<file path="config.mk">
export PLATFORM = sky130hd
export DESIGN_NAME = fsu_serial_unit
export DESIGN_NICKNAME = d
export VERILOG_FILES = /design/src/rtl/fsu_pkg.sv /design/src/rtl/fsu_clock_gen.sv /design/src/rtl/fsu_edge_sync.sv /design/src/rtl/fsu_serial_unit.sv
export SDC_FILE = /design/constraint.sdc
export NUM_CORES = 1
export LEC_CHECK = 0
export BUFFER_PORTS_ARGS = -buffer_cell sky130_fd_sc_hd__buf_2
export CAP_MARGIN = 20
export CORE_MARGIN = 4
export CORE_UTILIZATION = 55
export CTS_CLUSTER_SIZE = 14
export DETAILED_ROUTE_END_ITERATION = 6
export GPL_TIMING_DRIVEN = 0
export PLACE_DENSITY_LB_ADDON = 0.25
export SLEW_MARGIN = 20
export SYNTH_ARGS = -nofsm -noshare
export SYNTH_HDL_FRONTEND = slang
export SYNTH_HIERARCHICAL = 1
export SYNTH_SLANG_ARGS = --single-unit
</file>
<file path="constraint.sdc">
create_clock -name clk -period 4.1 [get_ports clk]
set_input_delay 0.41 -clock clk [delete_from_list [all_inputs] [get_ports clk]]
set_output_delay 0.41 -clock clk [all_outputs]
set_load 0.05 [all_outputs]
</file>
<file path="src/rtl/fsu_pkg.sv">
// fsu_pkg: constants shared by the serial clock select and status block
package fsu_pkg;

  // ----------------------------------------
  // register map (word addresses, one per register)
  // ----------------------------------------
  localparam logic [3:0] ADDR_CONTROL = 4'h0;
  localparam logic [3:0] ADDR_STATUS = 4'h1;
  localparam logic [3:0] ADDR_MODE = 4'h2;
  localparam logic [3:0] ADDR_IRQ_STATUS = 4'h3;
  localparam logic [3:0] ADDR_IRQ_CLEAR = 4'h4;
  localparam logic [3:0] ADDR_IRQ_ENABLE = 4'h5;
  localparam logic [3:0] ADDR_RX_DATA = 4'h6;
  localparam logic [3:0] ADDR_RX_INJECT = 4'h7;

  // ----------------------------------------
  // control register fields
  // ----------------------------------------
  localparam int CTL_OUT_SEL = 0;
  localparam int CTL_SRC_SEL = 1;
  localparam int CTL_PIN_DIR = 3;
  localparam int CTL_PIN_LVL = 4;
  localparam int CTL_FIFO_RST = 5;

  // mode register: bit 0 high selects synchronous operation
  localparam int MODE_SYNC = 0;

  // ----------------------------------------
  // status register layout and reset
  // ----------------------------------------
  localparam logic [15:0] STATUS_RESET = 16'h0060;
  localparam logic [7:0] FLAG_RESET = 8'h60;
  localparam int ST_PAR_LO = 12;
  localparam int ST_FRM_LO = 8;
  localparam int ST_ENTRY_FRM = 3;
  localparam int ST_ENTRY_PAR = 2;
  localparam logic [7:0] FLAG_WRITABLE = 8'hf3;

  // ----------------------------------------
  // fifo and baud generator
  // ----------------------------------------
  localparam int FIFO_DEPTH = 16;
  localparam int PTR_W = 4;
  localparam logic [7:0] BAUD_DIV_RESET = 8'h03;
  localparam logic [1:0] SRC_INT_NOOUT = 2'h0;
  localparam logic [1:0] SRC_INT_OUT = 2'h1;
  localparam logic [1:0] SRC_EXT = 2'h2;

  // interrupt event bits
  localparam int EV_PAR = 0;
  localparam int EV_FRM = 1;
  localparam int EV_OVF = 2;
  localparam int EV_W = 3;

  // bus handshake state, gray coded along idle -> answer
  typedef enum logic [1:0] {
    BUS_IDLE = 2'b00,
    BUS_ANSWER = 2'b01
  } fsu_bus_t;

endpackage

</file>
<file path="src/rtl/fsu_clock_gen.sv">
// fsu_clock_gen: internal baud divider and serial clock pin steering
`timescale 1ns/1ps
`default_nettype none
module fsu_clock_gen
  import fsu_pkg::*;
(
  // clock and reset
  input wire logic clk,
  input wire logic reset,
  // configuration
  input wire logic [1:0] clockSelect,
  input wire logic syncMode,
  input wire logic [7:0] baudDivide,
  input wire logic pinDirection,
  input wire logic pinLevel,
  // external clock rise from the synchroniser
  input wire logic extRise,
  // results
  output logic sampleTick,
  output logic pinOut,
  output logic pinOe
);

  logic [7:0] divCountReg; // baud divider count
  logic intClockReg; // internal serial clock level
  logic intRise; // internal clock rising this cycle
  logic useInternal;

  // source bit low selects the internal divider
  assign useInternal = !clockSelect[1];
  assign intRise = (divCountReg == baudDivide) && !intClockReg;

  // ----------------------------------------
  // internal divider, half period per terminal count
  // ----------------------------------------
  always_ff @(posedge clk) begin
    if (reset) begin
      divCountReg <= 8'h00;
      intClockReg <= 1'b0;
    end else if (divCountReg == baudDivide) begin
      divCountReg <= 8'h00;
      intClockReg <= !intClockReg;
    end else begin
      divCountReg <= divCountReg + 8'h01;
    end
  end

  // tick source follows the source select
  always_ff @(posedge clk) begin
    if (reset) begin
      sampleTick <= 1'b0;
    end else begin
      sampleTick <= useInternal ? intRise : extRise; // RQ6 RQ8
    end
  end

  // ----------------------------------------
  // pin steering
  // ----------------------------------------
  always_ff @(posedge clk) begin
    if (reset) begin
      pinOut <= 1'b0;
      pinOe <= 1'b0;
    end else if (!useInternal) begin
      // external source: pin is an input, output select ignored
      pinOut <= 1'b0; // RQ2
      pinOe <= 1'b0; // RQ6 RQ8
    end else if (syncMode || clockSelect == SRC_INT_OUT) begin
      // bit clock out in sync mode, 16x clock out in async mode
      pinOut <= intClockReg; // RQ5 RQ7
      pinOe <= 1'b1;
    end else begin
      // async select 00: pin follows direction and level bits
      pinOut <= pinLevel; // RQ4
      pinOe <= pinDirection;
    end
  end

endmodule // fsu_clock_gen
`default_nettype wire

</file>
<file path="src/rtl/fsu_edge_sync.sv">
// fsu_edge_sync: three-stage input synchroniser with rise detection
`timescale 1ns/1ps
`default_nettype none
module fsu_edge_sync
  import fsu_pkg::*;
(
  // clock and reset
  input wire logic clk,
  input wire logic reset,
  // asynchronous input
  input wire logic pinIn,
  // synchronised outputs
  output logic level,
  output logic rise
);

  logic stage1Reg; // metastability catcher
  logic stage2Reg; // first stable sample
  logic stage3Reg; // second stable sample

  // ----------------------------------------
  // sample chain
  // ----------------------------------------
  always_ff @(posedge clk) begin
    if (reset) begin
      stage1Reg <= 1'b0;
      stage2Reg <= 1'b0;
      stage3Reg <= 1'b0;
      level <= 1'b0;
    end else begin
      stage1Reg <= pinIn;
      stage2Reg <= stage1Reg;
      stage3Reg <= stage2Reg;
      // level changes only once stages two and three agree
      if (stage2Reg == stage3Reg) begin
        level <= stage3Reg;
      end
    end
  end

  // rising edge of the filtered level
  always_ff @(posedge clk) begin
    if (reset) begin
      rise <= 1'b0;
    end else begin
      rise <= (stage2Reg == stage3Reg) && stage3Reg && !level;
    end
  end

endmodule // fsu_edge_sync
`default_nettype wire

</file>
<file path="src/rtl/fsu_serial_unit.sv">
// fsu_serial_unit: clock select and receive error status of the fifo serial unit
`timescale 1ns/1ps
`default_nettype none

// Behaviour
// [RQ1] reserved control bit 2 reads zero
// [RQ2] output select ignored with external source
// [RQ3] software sets mode before clock select
// [RQ4] async 00: internal clock, pin by bits
// [RQ5] async 01: internal clock, 16x out
// [RQ6] async 10: external 16x clock in
// [RQ7] sync 00/01: internal, bit clock out
// [RQ8] sync 10: external bit clock in
// [RQ9] software never writes select 11
// [RQ10] status 16 bits: counts high, flags low
// [RQ11] status always accessible; writing 1 keeps flag
// [RQ12] flag clears on 0 after read as 1
// [RQ13] entry error bits read only
// [RQ14] status resets to 0x0060
// [RQ15] bits 15..12 count parity entries
// [RQ16] sixteen parity entries read as zero
// [RQ17] bits 11..8 count framing entries
// [RQ18] sixteen framing entries read as zero
// [RQ19] counts follow fifo entry, read, reset
module fsu_serial_unit
  import fsu_pkg::*;
(
  // clock and reset
  input wire logic clk,
  input wire logic reset,
  // avalon-mm slave
  input wire logic [3:0] address,
  input wire logic read,
  input wire logic write,
  input wire logic [31:0] writedata,
  output logic [31:0] readdata,
  output logic waitrequest,
  // receive byte stream from the deserialiser
  input wire logic rxValid,
  input wire logic [7:0] rxByte,
  input wire logic rxParityFault,
  input wire logic rxFramingFault,
  // serial clock pin
  input wire logic clockPinIn,
  output logic clockPinOut,
  output logic clockPinOe,
  // sampling tick for the serial datapath
  output logic sampleTick,
  // interrupt
  output logic irq
);

  // ----------------------------------------
  // registers
  // ----------------------------------------
  // receive fault flag position in the low status byte
  localparam int FLAG_RX_FAULT = 7;
  logic [1:0] clockSelReg; // source and output select
  logic pinDirReg; // pin drive when unused
  logic pinLvlReg; // pin level when driven
  logic [7:0] modeReg; // serial mode register
  logic [7:0] baudDivReg; // divider half period
  logic [7:0] flagReg; // low status byte flags
  logic [7:0] flagSeenReg; // flags read as one
  logic [EV_W-1:0] irqStatusReg; // sticky events
  logic [EV_W-1:0] irqEnableReg; // event mask
  fsu_bus_t busStateReg; // handshake state

  // fifo storage
  logic [7:0] fifoData [FIFO_DEPTH];
  logic [FIFO_DEPTH-1:0] fifoPar;
  logic [FIFO_DEPTH-1:0] fifoFrm;
  logic [PTR_W-1:0] wrPtrReg;
  logic [PTR_W-1:0] rdPtrReg;
  logic [PTR_W:0] fillReg; // entries held
  logic [PTR_W-1:0] parCountReg; // parity entries, mod 16
  logic [PTR_W-1:0] frmCountReg; // framing entries, mod 16

  // ----------------------------------------
  // decoded strobes
  // ----------------------------------------
  logic busAccept;
  logic busRequest;
  logic wrCtl;
  logic wrStatus;
  logic rdStatus;
  logic rdData;
  logic fifoReset;
  logic fifoPush;
  logic fifoPop;
  logic pushPar;
  logic pushFrm;
  logic popPar;
  logic popFrm;
  logic fifoFull;
  logic fifoEmpty;
  logic [15:0] statusWord;
  logic extLevel;
  logic extRise;

  // answers land one cycle after the request is seen
  assign busAccept = (busStateReg == BUS_ANSWER);
  // reads act with the data capture, so flags marked as seen and a
  // popped byte always match what the bus returns
  assign busRequest = (busStateReg == BUS_IDLE) && read;
  assign wrCtl = busAccept && write && address == ADDR_CONTROL;
  assign wrStatus = busAccept && write && address == ADDR_STATUS;
  assign rdStatus = busRequest && address == ADDR_STATUS;
  assign rdData = busRequest && address == ADDR_RX_DATA;
  assign fifoReset = wrCtl && writedata[CTL_FIFO_RST];
  assign fifoFull = fillReg[PTR_W];
  assign fifoEmpty = (fillReg == '0);
  assign fifoPush = rxValid && !fifoFull && !fifoReset;
  assign fifoPop = rdData && !fifoEmpty && !fifoReset;
  assign pushPar = fifoPush && rxParityFault;
  assign pushFrm = fifoPush && rxFramingFault;
  assign popPar = fifoPop && fifoPar[rdPtrReg];
  assign popFrm = fifoPop && fifoFrm[rdPtrReg];

  // count step: up on erroneous entry, down on its removal
  // entry and removal in one cycle leave the count alone
  function automatic logic [PTR_W-1:0] stepCount(input logic [PTR_W-1:0] cnt,
                                                  input logic up, input logic down);
    logic [PTR_W-1:0] res;
    res = cnt;
    if (up && !down) begin
      res = cnt + 4'h1;
    end else if (down && !up) begin
      res = cnt - 4'h1;
    end
    return res;
  endfunction

  // ----------------------------------------
  // status word assembly
  // ----------------------------------------
  always_comb begin
    statusWord = '0;
    statusWord[ST_PAR_LO +: PTR_W] = parCountReg; // RQ15 RQ16
    statusWord[ST_FRM_LO +: PTR_W] = frmCountReg; // RQ17 RQ18
    statusWord[7:0] = flagReg; // RQ10
    // entry bits reflect the head entry and are not stored flags
    statusWord[ST_ENTRY_FRM] = !fifoEmpty && fifoFrm[rdPtrReg]; // RQ13
    statusWord[ST_ENTRY_PAR] = !fifoEmpty && fifoPar[rdPtrReg]; // RQ13
  end

  // ----------------------------------------
  // bus handshake: one wait cycle per access
  // ----------------------------------------
  always_ff @(posedge clk) begin
    if (reset) begin
      busStateReg <= BUS_IDLE;
      waitrequest <= 1'b1;
    end else begin
      case (busStateReg)
        BUS_IDLE: begin
          // a request drops waitrequest for exactly one cycle
          if (read || write) begin
            busStateReg <= BUS_ANSWER;
            waitrequest <= 1'b0;
          end
        end
        BUS_ANSWER: begin
          busStateReg <= BUS_IDLE;
          waitrequest <= 1'b1;
        end
        default: begin
          busStateReg <= BUS_IDLE;
          waitrequest <= 1'b1;
        end
      endcase
    end
  end

  // read data, registered with the request (always permitted)
  always_ff @(posedge clk) begin
    if (reset) begin
      readdata <= '0;
    end else if (busRequest) begin
      case (address)
        // reserved bit 2 always zero
        ADDR_CONTROL: readdata <= {26'h0, 1'b0, pinLvlReg, pinDirReg, 1'b0,
                                   clockSelReg}; // RQ1
        ADDR_STATUS: readdata <= {16'h0, statusWord}; // RQ11
        ADDR_MODE: readdata <= {24'h0, modeReg};
        ADDR_IRQ_STATUS: readdata <= {29'h0, irqStatusReg};
        ADDR_IRQ_ENABLE: readdata <= {29'h0, irqEnableReg};
        ADDR_RX_DATA: readdata <= {24'h0, fifoEmpty ? 8'h00 : fifoData[rdPtrReg]};
        ADDR_RX_INJECT: readdata <= {24'h0, baudDivReg};
        default: readdata <= '0;
      endcase
    end
  end

  // ----------------------------------------
  // control, mode and divider registers
  // ----------------------------------------
  // control fields; reserved bit 2 is never stored
  always_ff @(posedge clk) begin
    if (reset) begin
      clockSelReg <= SRC_INT_NOOUT;
      pinDirReg <= 1'b0;
      pinLvlReg <= 1'b0;
    end else if (wrCtl) begin
      clockSelReg <= writedata[CTL_SRC_SEL -: 2];
      pinDirReg <= writedata[CTL_PIN_DIR];
      pinLvlReg <= writedata[CTL_PIN_LVL];
    end
  end

  // mode and divider words, written whole
  always_ff @(posedge clk) begin
    if (reset) begin
      modeReg <= 8'h00;
      baudDivReg <= BAUD_DIV_RESET;
    end else if (busAccept && write) begin
      if (address == ADDR_MODE) begin
        modeReg <= writedata[7:0];
      end
      if (address == ADDR_RX_INJECT) begin
        baudDivReg <= writedata[7:0];
      end
    end
  end

  // ----------------------------------------
  // status flags: read-then-write-zero clear
  // ----------------------------------------
  always_ff @(posedge clk) begin
    if (reset) begin
      flagReg <= FLAG_RESET; // RQ14
      flagSeenReg <= 8'h00;
    end else begin
      // receive fault flag set by any erroneous entry; set beats clear
      for (int i = 0; i < 8; i++) begin
        if (i == FLAG_RX_FAULT && (pushPar || pushFrm)) begin
          flagReg[i] <= 1'b1;
        end else if (wrStatus && FLAG_WRITABLE[i] && !writedata[i] && flagSeenReg[i]) begin
          flagReg[i] <= 1'b0; // RQ12
        end
        // written ones leave flags alone
      end
      if (rdStatus) begin
        flagSeenReg <= flagReg & FLAG_WRITABLE; // RQ12
      end else if (wrStatus) begin
        flagSeenReg <= flagSeenReg & writedata[7:0]; // RQ11
      end
    end
  end

  // ----------------------------------------
  // receive fifo with error tallies
  // ----------------------------------------
  // data array, written on every accepted push
  always_ff @(posedge clk) begin
    if (fifoPush) begin
      fifoData[wrPtrReg] <= rxByte;
    end
  end

  // pointers, fill level and tallies; a fifo reset clears them all
  always_ff @(posedge clk) begin
    if (reset || fifoReset) begin
      wrPtrReg <= '0;
      rdPtrReg <= '0;
      fillReg <= '0;
      fifoPar <= '0;
      fifoFrm <= '0;
      parCountReg <= '0; // RQ19
      frmCountReg <= '0; // RQ19
    end else begin
      if (fifoPush) begin
        wrPtrReg <= wrPtrReg + 4'h1;
        fifoPar[wrPtrReg] <= rxParityFault;
        fifoFrm[wrPtrReg] <= rxFramingFault;
      end
      if (fifoPop) begin
        rdPtrReg <= rdPtrReg + 4'h1;
      end
      fillReg <= fillReg + {4'h0, fifoPush} - {4'h0, fifoPop};
      // four-bit counts wrap, so a full erroneous fifo reads zero
      parCountReg <= stepCount(parCountReg, pushPar, popPar); // RQ15 RQ16 RQ19
      frmCountReg <= stepCount(frmCountReg, pushFrm, popFrm); // RQ17 RQ18 RQ19
    end
  end

  // ----------------------------------------
  // interrupts: sticky events, write-one clear
  // ----------------------------------------
  always_ff @(posedge clk) begin
    if (reset) begin
      irqStatusReg <= '0;
      irqEnableReg <= '0;
    end else begin
      // set wins over clear in the same cycle
      irqStatusReg <= (irqStatusReg & ~((busAccept && write && address == ADDR_IRQ_CLEAR)
                      ? writedata[EV_W-1:0] : 3'h0))
                      | {rxValid && fifoFull, pushFrm, pushPar};
      if (busAccept && write && address == ADDR_IRQ_ENABLE) begin
        irqEnableReg <= writedata[EV_W-1:0];
      end
    end
  end

  // level interrupt, one cycle behind the sticky status
  always_ff @(posedge clk) begin
    if (reset) begin
      irq <= 1'b0;
    end else begin
      irq <= |(irqStatusReg & irqEnableReg);
    end
  end

  // ----------------------------------------
  // serial clock pin
  // ----------------------------------------
  // pin passes three flops before its edges are used
  fsu_edge_sync u_sync (
    .clk(clk),
    .reset(reset),
    .pinIn(clockPinIn),
    .level(extLevel),
    .rise(extRise)
  );

  // level is kept for the datapath; only edges matter here
  logic unusedLevel;
  assign unusedLevel = extLevel;

  // internal divider and pin steering
  fsu_clock_gen u_clk (
    .clk(clk),
    .reset(reset),
    .clockSelect(clockSelReg), // RQ3 RQ9
    .syncMode(modeReg[MODE_SYNC]),
    .baudDivide(baudDivReg),
    .pinDirection(pinDirReg),
    .pinLevel(pinLvlReg),
    .extRise(extRise),
    .sampleTick(sampleTick),
    .pinOut(clockPinOut),
    .pinOe(clockPinOe)
  );

endmodule // fsu_serial_unit
`default_nettype wire
</file>
-- Word level (Yosys, flattened, before mapping)
Memories as Yosys holds them, arrays and structs flattened. A register that Yosys moved wholly into a read port is not among the register bits.
Index checks and enable logic that the tools add are counted.
- bits of input ports: 52
- word-level logic and storage cells: 152
- output and inout port bits: 37
- memory bits (writable): 128
- memories: 1
- flip-flop bits (word level): 142
- reductions and logical operators: 64
- $lt $le $gt $ge: 3
- bitwise operators: 6
- add/subtract/negate cells: 9
- mux-type cells: 26
- equal/unequal tests: 10
- memories (name ; depth ; width ; rd ports ; clocked after memory_dff ; wr ports ; line ; text):
    fifoData ; 16 ; 8 ; 1 ; 1 ; 1 ; fsu_serial_unit.sv:70 ; logic [7:0] fifoData [FIFO_DEPTH];
- operators by type and width (operator ; number):
    one-hot mux 16 bit (7 select lines) ; 1
    logical AND 1 bit ; 34
    bitwise mux 16 bit ; 2
    2-to-1 mux 4 bit ; 6
    2-to-1 mux 8 bit ; 3
    adder 4 x 1 -> 4 bit, second input constant ; 4
    equality test 4 x 3 -> 1 bit, second input constant ; 4
    logical NOT 1 bit ; 12
    less-than comparator 4 x 5 -> 1 bit, second input constant ; 2
    2-to-1 mux 1 bit ; 10
    adder 8 x 1 -> 8 bit, second input constant ; 1
    AND 8 bit ; 1
    binary-select mux 1 bit (select 4 bit) ; 2
    equality test 4 x 2 -> 1 bit, second input constant ; 2
    equality test 8 bit ; 1
    nonzero test 2 bit ; 4
    OR reduction 2 bit ; 4
    subtractor 4 x 1 -> 4 bit, second input constant ; 2
    AND 3 bit ; 2
    adder 5 x 1 -> 5 bit ; 1
    logical NOT 5 bit ; 1
    subtractor 5 x 1 -> 5 bit ; 1
    demux 1 bit (select 4 bit) ; 1
    equality test 4 x 1 -> 1 bit, second input constant ; 1
    12 further kinds ; 16

-- Depth between registers and ports, before layout
Gate-level depths: netlist of run 1.
- depth in word-level cells: 10
- depth in mapped cells: 15
- depth with buffers taken out: 13

-- By module
The synthesis of run 1 kept the hierarchy.
- by module, submodules not included (module ; instances ; area an instance (µm²) ; cells each):
    fsu_serial_unit ; 1 ; 10093.4 ; 750
    fsu_clock_gen ; 1 ; 573.0 ; 57
    fsu_edge_sync ; 1 ; 157.7 ; 12

-- Worst setup path before layout of run 1
Ideal clock, no wire load.
- path kind: input to register
- start point: input address[3]
- end point: register fillReg[4]
- stages: 14
- buffers on the path: 3
- arrival: 2871 ps
- setup slack: 1159 ps
- path through: buf_2 nor2_2 a41oi_1 buf_2 buf_4 inv_1 ha_1 inv_1 ha_1 fa_1 a21oi_1 nor2_1 or3_1 a21oi_1
- cells in the longest elaborated chain, start to end: 7
- elaborated cells on any way between the ends: 12
- those cells by class: add/sub (2); eq/ne (1); reduce/logical (9)
- RTL lines (item ; line ; text):
    start, declared ; fsu_serial_unit.sv:32 ; input wire logic [3:0] address,
    logical NOT 4 bit ; fsu_serial_unit.sv:106 ; assign wrCtl = busAccept && write && address == ADDR_CONTROL;
    logical AND 1 bit ; fsu_serial_unit.sv:106 ;
    logical AND 1 bit ; fsu_serial_unit.sv:110 ; assign fifoReset = wrCtl && writedata[CTL_FIFO_RST];
    logical NOT 1 bit ; fsu_serial_unit.sv:113, fsu_serial_unit.sv:114 ;
    logical AND 1 bit ; fsu_serial_unit.sv:113 ; assign fifoPush = rxValid && !fifoFull && !fifoReset;
    adder 5 x 1 -> 5 bit ; fsu_serial_unit.sv:280 ; fillReg <= fillReg + {4'h0, fifoPush} - {4'h0, fifoPop};
    subtractor 5 x 1 -> 5 bit ; fsu_serial_unit.sv:280 ;
    end signal, assigned ; fsu_serial_unit.sv:280 ;
    end, declared ; fsu_serial_unit.sv:75 ; logic [PTR_W:0] fillReg;
Parallel ways exist; a longest one is shown, timed or not.
A chain may end at the register's enable or synchronous reset.

-- Worst setup path in the final report of run 1
- start point: register fillReg[3]
- end point: register fillReg[4]
- cells in the longest elaborated chain, start to end: 5
- elaborated cells on any way between the ends: 6
- those cells by class: add/sub (2); reduce/logical (4)
- RTL lines (item ; line):
    branches (longest 4 deep; another with adder 5 x 1 -> 5 bit) ; n/a
    subtractor 5 x 1 -> 5 bit (*) ; fsu_serial_unit.sv:280
Mark *: on every way between the ends.

==> summary.md, run 1 <==
| Metric | Value |
|---|---|
| Num CTS Buffers | `26` |
| Vias per cell | `about 5.7` |
| Final instance area | `around 12,000 um^2` |
| R2R Path Start | `fillReg[3]$_SDFF_PP0_` |
| Clock transition at path regs | `about 0.060 ns` |
| Number of synthesized flops with an enable pin | `about 130` |
| Cell Pwr Density | `between 400 and 500 nW/um^2` |
| Required time worst endpoint | `~4.6 ns` |
| Leak | `0.00465 uW` |
| First drt pass iteration count | `5` |
| Setup crit start kind | `flip-flop` |
| Synth async-reset ratio | `0%` |
| Clk pwr share | `around two fifths` |
| Detailed-route DRC error count | `0` |
| Slew HR | `between 30% and 40%` |
| Placer Congestion | `approximately 0.84` |
| Crit Path Max Fanout | `7` |
| GRT Total Usage | `~22%` |
| Root Driver | `clkbuf_16` |
| Worst EP arrival | `3.87 ns` |
| Post-synthesis sequential area ratio | `between 50% and 60%` |
| Setup TNS | `0 ns` |
| Sw Share | `roughly 24%` |
| Slew Limit Fails | `0` |
| Max incr delay on CP | `0.76 ns` |
| Comb pwr share | `11.0%` |
| Latest clock arrival within the worst-skew pair | `0.52 ns` |
| #FFs+latches synth | `253` |
| Wire per inst | `about 20 um` |
| Post-CTS Setup Inserts | `0` |
| Final setup violation count | `0` |
| Starting DRT DRC Count | `a little over 600` |
| First-pass GRT wire length | `roughly 37 mm` |
| Hold buffers post-CTS | `0` |
| Chip Width | `~150 um` |
| Hold path start | `clockPinIn` |
| CP startpoint | `fillReg[3]$_SDFF_PP0_` |
| Fmax | `292 MHz` |
| Max-Cap Viols | `0` |
| Pin count of the biggest net entering global routing | `17` |
| Final Total Pwr | `~5600 uW` |
| Slew @ Worst Pin | `0.928 ns` |
| YS warnings | `6` |
| FP Rows | `just over 50` |
| Most frequent cell after synthesis | `edfxtp_1` |
| Critical-path cell list | `inv_1, ha_1, nor4b_1, nor3_2, ha_1, inv_1, ha_1, fa_1, a21oi_1, nor2_1, or3_1, a21oi_1` |
| Fin util | `62.9%` |
| ANT nets after route | `0` |
| Hpwl dp | `between 15 and 20 mm` |
| Clock Skews | `0.0199 ns` |
| Cell internal pwr | `approximately 4200 uW` |
| Synth top area share | `between 30% and 40%` |
| Leading area contributor after synthesis | `edfxtp_1` |
| Post-CTS sizing | `0` |
| Final nets | `slightly below 1,000` |
| Port Buf Inserts | `45` |
| Synth Instances | `between 800 and 900` |
| Main flop type after synthesis | `edfxtp_1` |
| Mapped cell area | `10,800 um^2` |
| Number of I/O pins | `89` |
| Clock sink count | `around 250` |
| Initial Util | `55.8%` |
| Average size of a mapped cell | `about 13 um^2` |
| Switching power | `around 1300 uW` |
| Hold Path Class | `in2reg` |
| ANT cells | `0` |
| CTS tree | `done` |
| Die ar. | `around 22,000 um^2` |
| RSZ-0062 raised after global routing | `false` |
| Yosys cell types | `between 60 and 70` |
| Core Area | `between 15,000 and 20,000 um^2` |
| Result of the run | `complete, no violations` |
| Area growth from synthesis to layout | `12.8%` |
| Crit path kind | `reg2reg` |
| Cell Area, Placed | `around 11,000 um^2` |
| Max VDD drop | `0.283 mV` |
| Hold Fails Final Rpt | `0` |
| Tmin final | `roughly 3.4 ns` |
| Clock Path Buffers | `3` |
| Share of power burned in registers | `between 50% and 60%` |
| H-tree levels | `1` |
| CP max-delay cell | `nor4b_1` |
| Proportion of layout cells with a drive suffix above 1 | `between 10% and 20%` |
| Synth cell count leaders | `edfxtp_1 (128), dfxtp_1 (125), nor2_1 (112)` |
| Post-Route WL | `around 24 mm` |
| Most used cell, CP | `ha_1` |
| Worst setup EP type | `flip-flop` |
| Fin Hold WS | `~0.11 ns` |
| Vias in the first global route | `roughly 6,600` |
| Initial antenna violation count | `0` |
| Final Cycle Share | `83.6%` |
| Leading post-synthesis cells by cell area | `edfxtp_1 (36%), dfxtp_1 (23%), mux4_2 (7.3%), mux2i_1 (6.1%), nor2_1 (3.9%)` |
| Fillers | `about 1,500` |
| Chip height | `around 150 um` |
| Total grt overflow | `0` |
| Vias | `6,761` |
-- power groups by stage --
stage                     combinational (uW)  sequential [uW]  clock [uW]
after floorplan                          438             2840           0
after global placement                   593             2850           0
after detailed placement                 607             2850           0
after CTS                                614             2800        2180
after global routing                     674             2810        2300
final                                    611             2800        2160
-- layout make-up --
cell class	instances	area [um^2]	area share, %
Tap cell	265	332	2.72
Multi-Input combinational cell	487	4050	33.2
Clock inverter	8	37.5	0.307
Clock buffer	37	733	6.01
Sequential cell	253	6350	52.0
Timing Repair Buffer	45	225	1.84
Buffer	62	362	2.96
Inverter	32	120	0.984
-- critical path: cells and delay by family, from the launching register on --
| kind | cells | cell delay [ns] |
|---|---|---|
| AO/OA/AOI/OAI | 2 | 0.28 |
| AND/OR/NAND/NOR | 4 | 1.50 |
| flip-flops | 1 | 0.31 |
| adder cells (fa/ha/maj) | 4 | 1.14 |
| buffers and inverters | 2 | 0.11 |
-- per-stage QoR --
step | std cells | setup WS (ns)
floorplan | 834 | 1.16
global placement | 1144 | 0.764
detailed placement | 1144 | 0.675
CTS | 1189 | 0.737
global route | 1189 | 0.548
finish | 1189 | 0.673
-- metal layers --
layer	global-route usage, %	vias to the layer above	part of all wire (%)
met2	34.8	215	47
met5	0	-	0
li1	-	3160	-
met1	32.2	3349	46
met4	5.08	0	1.8
met3	3.44	37	5.9
-- worst paths after layout --
path,to,slack (ns),cells past startpoint
setup / recovery,fillReg[4]$_SDFF_PP0_,0.67,12
hold / removal,u_sync/stage1Reg$_SDFF_PP0_,0.11,2
setup reg to reg,fillReg[4]$_SDFF_PP0_,0.67,12
hold reg to reg,u_sync/rise$_SDFF_PP0_,0.43,1
-- placed cells by master (no fill, tap or decap), types with 18 or more instances in the layout --
master / synthesis / final
ha_1: 19 / 19
clkbuf_1: 22 / 30
nor2_1: 112 / 112
nand3_1: 21 / 21
nand2_1: 24 / 24
xor2_1: 20 / 20
edfxtp_1: 128 / 128
mux2i_1: 66 / 66
buf_4: 18 / 18
inv_1: 32 / 32
dfxtp_1: 125 / 125
mux4_2: 35 / 35
a21oi_1: 24 / 24
clkbuf_16: 0 / 27
buf_2: 12 / 57
-- registers in the layout, summed over array words and instances (netlist names), 2 cells and up, named ones only --
name and count:
clockSelReg 2, flagSeenReg 3, fifoPar 16, modeReg 8
rdPtrReg 4, wrPtrReg 4, flagReg 3, fillReg 5
irqStatusReg 3, fifoData 128, fifoFrm 16, parCountReg 4
irqEnableReg 3, frmCountReg 4, u_clk/divCountReg 8, baudDivReg 8
readdata 16
-- kinds of logic (layout without fill, tap and decap cells) --
family	Yosys count	in the layout	synth area share [%]
flops	253	253	58.6
simple gates	219	219	10.0
mux	114	114	16.0
buf+inv	94	184	4.45
compound gates	88	88	5.88
xor+xnor	28	28	2.27
fa+ha+maj	22	22	2.75
other cells	1	16	0.0346
(Power assumes the default switching activity.)
==> run 2: changes to the inputs <==
--- a/config.mk
+++ b/config.mk
@@ -5,10 +5,11 @@
 export SDC_FILE = /design/constraint.sdc
 export NUM_CORES = 1
 export LEC_CHECK = 0
+export ABC_AREA = 1
 export BUFFER_PORTS_ARGS = -buffer_cell sky130_fd_sc_hd__buf_2
 export CAP_MARGIN = 20
 export CORE_MARGIN = 4
-export CORE_UTILIZATION = 55
+export CORE_UTILIZATION = 54
 export CTS_CLUSTER_SIZE = 14
 export DETAILED_ROUTE_END_ITERATION = 6
 export GPL_TIMING_DRIVEN = 0
==> constraint.sdc (replaced) <==
create_clock -name clk -period 2.9 [get_ports clk]
set_input_delay 0.29 -clock clk [delete_from_list [all_inputs] [get_ports clk]]
set_output_delay 0.29 -clock clk [all_outputs]
set_load 0.05 [all_outputs]
==> run 2 against run 1 <==
  * Via count rose by 28%
  * Sequential share of layout area down 2.2 points
  * Register-to-register slack lost 0.48 ns
  * Routed wire length is 11% higher
  * Flip-flop and latch count is the same
  * Critical path depth rose by 3
  * Sequential power grew 42%
  * Largest power group unchanged
  * Total power grew 45%
  * Critical endpoint unchanged
  * Clock skew is essentially flat
  * Critical path type unchanged
  * Non-clock buffer count increased by 8
  * Synthesized cell count is 53% higher
  * Highest routed layer unchanged
==> summary.md, run 2 <==
| Metric | Value |
|---|---|
| Result of the run | `complete, no violations` |
| Hpwl dp | `between 15 and 20 mm` |
| Post-synthesis sequential area ratio | `56.4%` |
| Placer Congestion | `0.927` |
| CTS tree | `done` |
| Synth async-reset ratio | `0%` |
| Wire per inst | `approximately 16 um` |
| Chip height | `approximately 150 um` |
| Core Area | `20,400 um^2` |
| Initial antenna violation count | `0` |
| Cell Pwr Density | `approximately 630 nW/um^2` |
| Clock Path Buffers | `3` |
| Max FFs per register | `about 130` |
| First-pass GRT wire length | `between 40 and 50 mm` |
| Leading area contributor after synthesis | `edfxtp_1` |
| Yosys cell types | `42` |
| Latest clock arrival within the worst-skew pair | `0.53 ns` |
| Initial Util | `approximately 55%` |
| Most frequent cells in the layout | `nand2_1 (328), nand3_1 (140), inv_1 (128), edfxtp_1 (128), dfxtp_1 (124)` |
| Die ar. | `~23,000 um^2` |
| Total grt overflow | `0` |
| Tmin final | `between 2 and 3 ns` |
| Max-Cap Viols | `0` |
| Crit path kind | `reg2reg` |
| Slew @ Worst Pin | `0.716 ns` |
| Average size of a mapped cell | `~9 um^2` |
| Hold Path Class | `in2reg` |
| Clock sink count | `253` |
| Final nets | `~1,400` |
| Pin count of the biggest net entering global routing | `17` |
| H-tree levels | `1` |
| Proportion of layout cells with a drive suffix above 1 | `14.2%` |
| Clock Skews | `0.0200 ns` |
| Pre-CTS setup slack | `-0.0965 ns` |
| Worst setup EP type | `flip-flop` |
| #FFs+latches synth | `253` |
| Starting DRT DRC Count | `about 670` |
| ANT nets after route | `0` |
| Detailed-route DRC error count | `0` |
| Max VDD drop | `around 0.46 mV` |
| Clock transition at path regs | `about 0.060 ns` |
| Fin util | `about 63%` |
| Fmax | `approximately 370 MHz` |
| Vias per cell | `between 5 and 6` |
| Vias | `roughly 8,700` |
| Crit Path Max Fanout | `6` |
| Leading post-synthesis cells by cell area | `edfxtp_1 (34%), dfxtp_1 (22%), nand2_1 (11%), nand3_1 (6.2%), a21oi_1 (4.3%)` |
| Worst EP arrival | `around 3.2 ns` |
| ANT cells | `0` |
| Final setup violation count | `0` |
| Mapped cell area | `11,300 um^2` |
| Setup TNS | `0 ns` |
| YS warnings | `6` |
| Setup crit start kind | `flip-flop` |
| FP Rows | `52` |
| Synth top area share | `roughly 34%` |
| Final Cycle Share | `between 90 and 100%` |
| Main flop type after synthesis | `edfxtp_1` |
| Port Buf Inserts | `48` |
| Most common library cell in the layout ignoring fill and taps | `nand2_1` |
| Most used cell, CP | `ha_1` |
| Chip Width | `~150 um` |
| Required time worst endpoint | `about 3.4 ns` |
| Area growth from synthesis to layout | `13.3%` |
| Hold Fails Final Rpt | `0` |
| Max incr delay on CP | `about 0.39 ns` |
| Most frequent cell after synthesis | `nand2_1` |
| First drt pass iteration count | `5` |
| Slew HR | `approximately half` |
| Worst setup margin | `0.195 ns` |
| GRT Total Usage | `about 22%` |
| Cell Area, Placed | `approximately 12,000 um^2` |
| Number of synthesized flops with an enable pin | `approximately 130` |
| Post-Route WL | `26.6 mm` |
| Slew Limit Fails | `0` |
| Synth Instances | `~1,300` |
| Leak | `between 0.005 and 0.006 uW` |
| Synth cell count leaders | `nand2_1 (329), nand3_1 (140), inv_1 (129)` |
| Critical-path cell list | `inv_1, ha_1, nand2_1, nor3_4, nor2_4, nand2_4, inv_4, ha_1, inv_1, ha_1, fa_1, nand2_1, a21oi_1, or3_1, a21oi_1` |
| Root Driver | `clkbuf_16` |
| Top reg by flops | `fifoData` |
| Num CTS Buffers | `25` |
| Vias in the first global route | `a little over 8,000` |
| Number of I/O pins | `between 80 and 90` |
| CP max-delay cell | `fa_1` |
| Fillers | `1,695` |
| Final instance area | `between 10,000 and 15,000 um^2` |
-- run 2: cell types whose count changed after synthesis, moves of 55 or more --
cell | before | now
nand3_1 | 21 | 140
mux2i_1 | 66 | 0
a21oi_1 | 24 | 97
nand2_1 | 24 | 329
inv_1 | 32 | 129
nor2_1 | 112 | 57
-- run 2: power breakdown --
group / switching, uW / internal (uW)
Combinational: 640 / 313
Sequential: 80.5 / 3890
Clock: 1310 / 1830
Total: 2030 / 6030
-- run 2: final timing paths --
check / slack [ns] / endpoint / cells after the start / from
setup / recovery: 0.20 / fillReg[4]$_SDFF_PP0_ / 15 / fillReg[2]$_SDFF_PP0_
hold / removal: 0.05 / u_sync/stage3Reg$_SDFF_PP0_ / 2 / reset
setup reg to reg: 0.20 / fillReg[4]$_SDFF_PP0_ / 15 / fillReg[2]$_SDFF_PP0_
hold reg to reg: 0.41 / u_sync/stage2Reg$_SDFF_PP0_ / 2 / u_sync/stage1Reg$_SDFF_PP0_
-- run 2: final cells by class --
class | count | area (um^2) | share of cell area [%]
buffer | 62 | 348 | 2.73
clock buffer | 38 | 734 | 5.76
clock inverter | 7 | 63.8 | 0.500
inverter | 140 | 533 | 4.18
multi-input combinational | 815 | 4110 | 32.2
sequential | 253 | 6350 | 49.8
tap | 270 | 338 | 2.65
timing repair buffer | 53 | 280 | 2.20
-- run 2: logic make-up after synthesis --
| group | synth area share, % |
|---|---|
| fa+ha+maj | 2.65 |
| simple gates | 23.8 |
| compound gates | 8.52 |
| buf+inv | 7.71 |
| xor+xnor | 0.934 |
| flops | 56.4 |
| other cells | 0.0333 |
-- run 2: layer usage --
layer  track usage [%]  vias to the layer above  wire length (um)
li1                  -                     4290                 -
met1              30.3                     3991             11300
met2              37.9                      311             12600
met3              3.04                       62              1950
met4              6.55                        0               738
met5                 0                        -                 0
-- run 2: timing repair --
| action | in CTS | in global routing |
|---|---|---|
| setup buffers | 0 | 4 |
| setup endpoints to repair | 1 | 4 |
| gates resized for setup | 1 | 12 |
| hold endpoints to repair | 1 | 0 |
| hold buffers | 1 | 0 |
| pin swaps | 0 | 2 |
-- run 2: worst max-delay path: cells and delay by family (launching register included) --
family | cells | cell delay [ns]
AO/OA/AOI/OAI | 2 | 0.19
adder cells (fa/ha/maj) | 4 | 1.02
buffers and inverters | 3 | 0.18
flip-flops | 1 | 0.32
AND/OR/NAND/NOR | 6 | 0.95
-- run 2: through the flow --
| stage | cells | total power [uW] | hold WS (ns) |
|---|---|---|---|
| 2_1_floorplan | 1270 | 4700 | 0.359 |
| 3_3_place_gp | 1588 | 4930 | 0.394 |
| 3_5_place_dp | 1588 | 4970 | 0.398 |
| 4_1_cts | 1634 | 8080 | 0.0372 |
| 5_1_grt | 1638 | 8400 | 0.0544 |
| 6_report | 1638 | 8070 | 0.0507 |
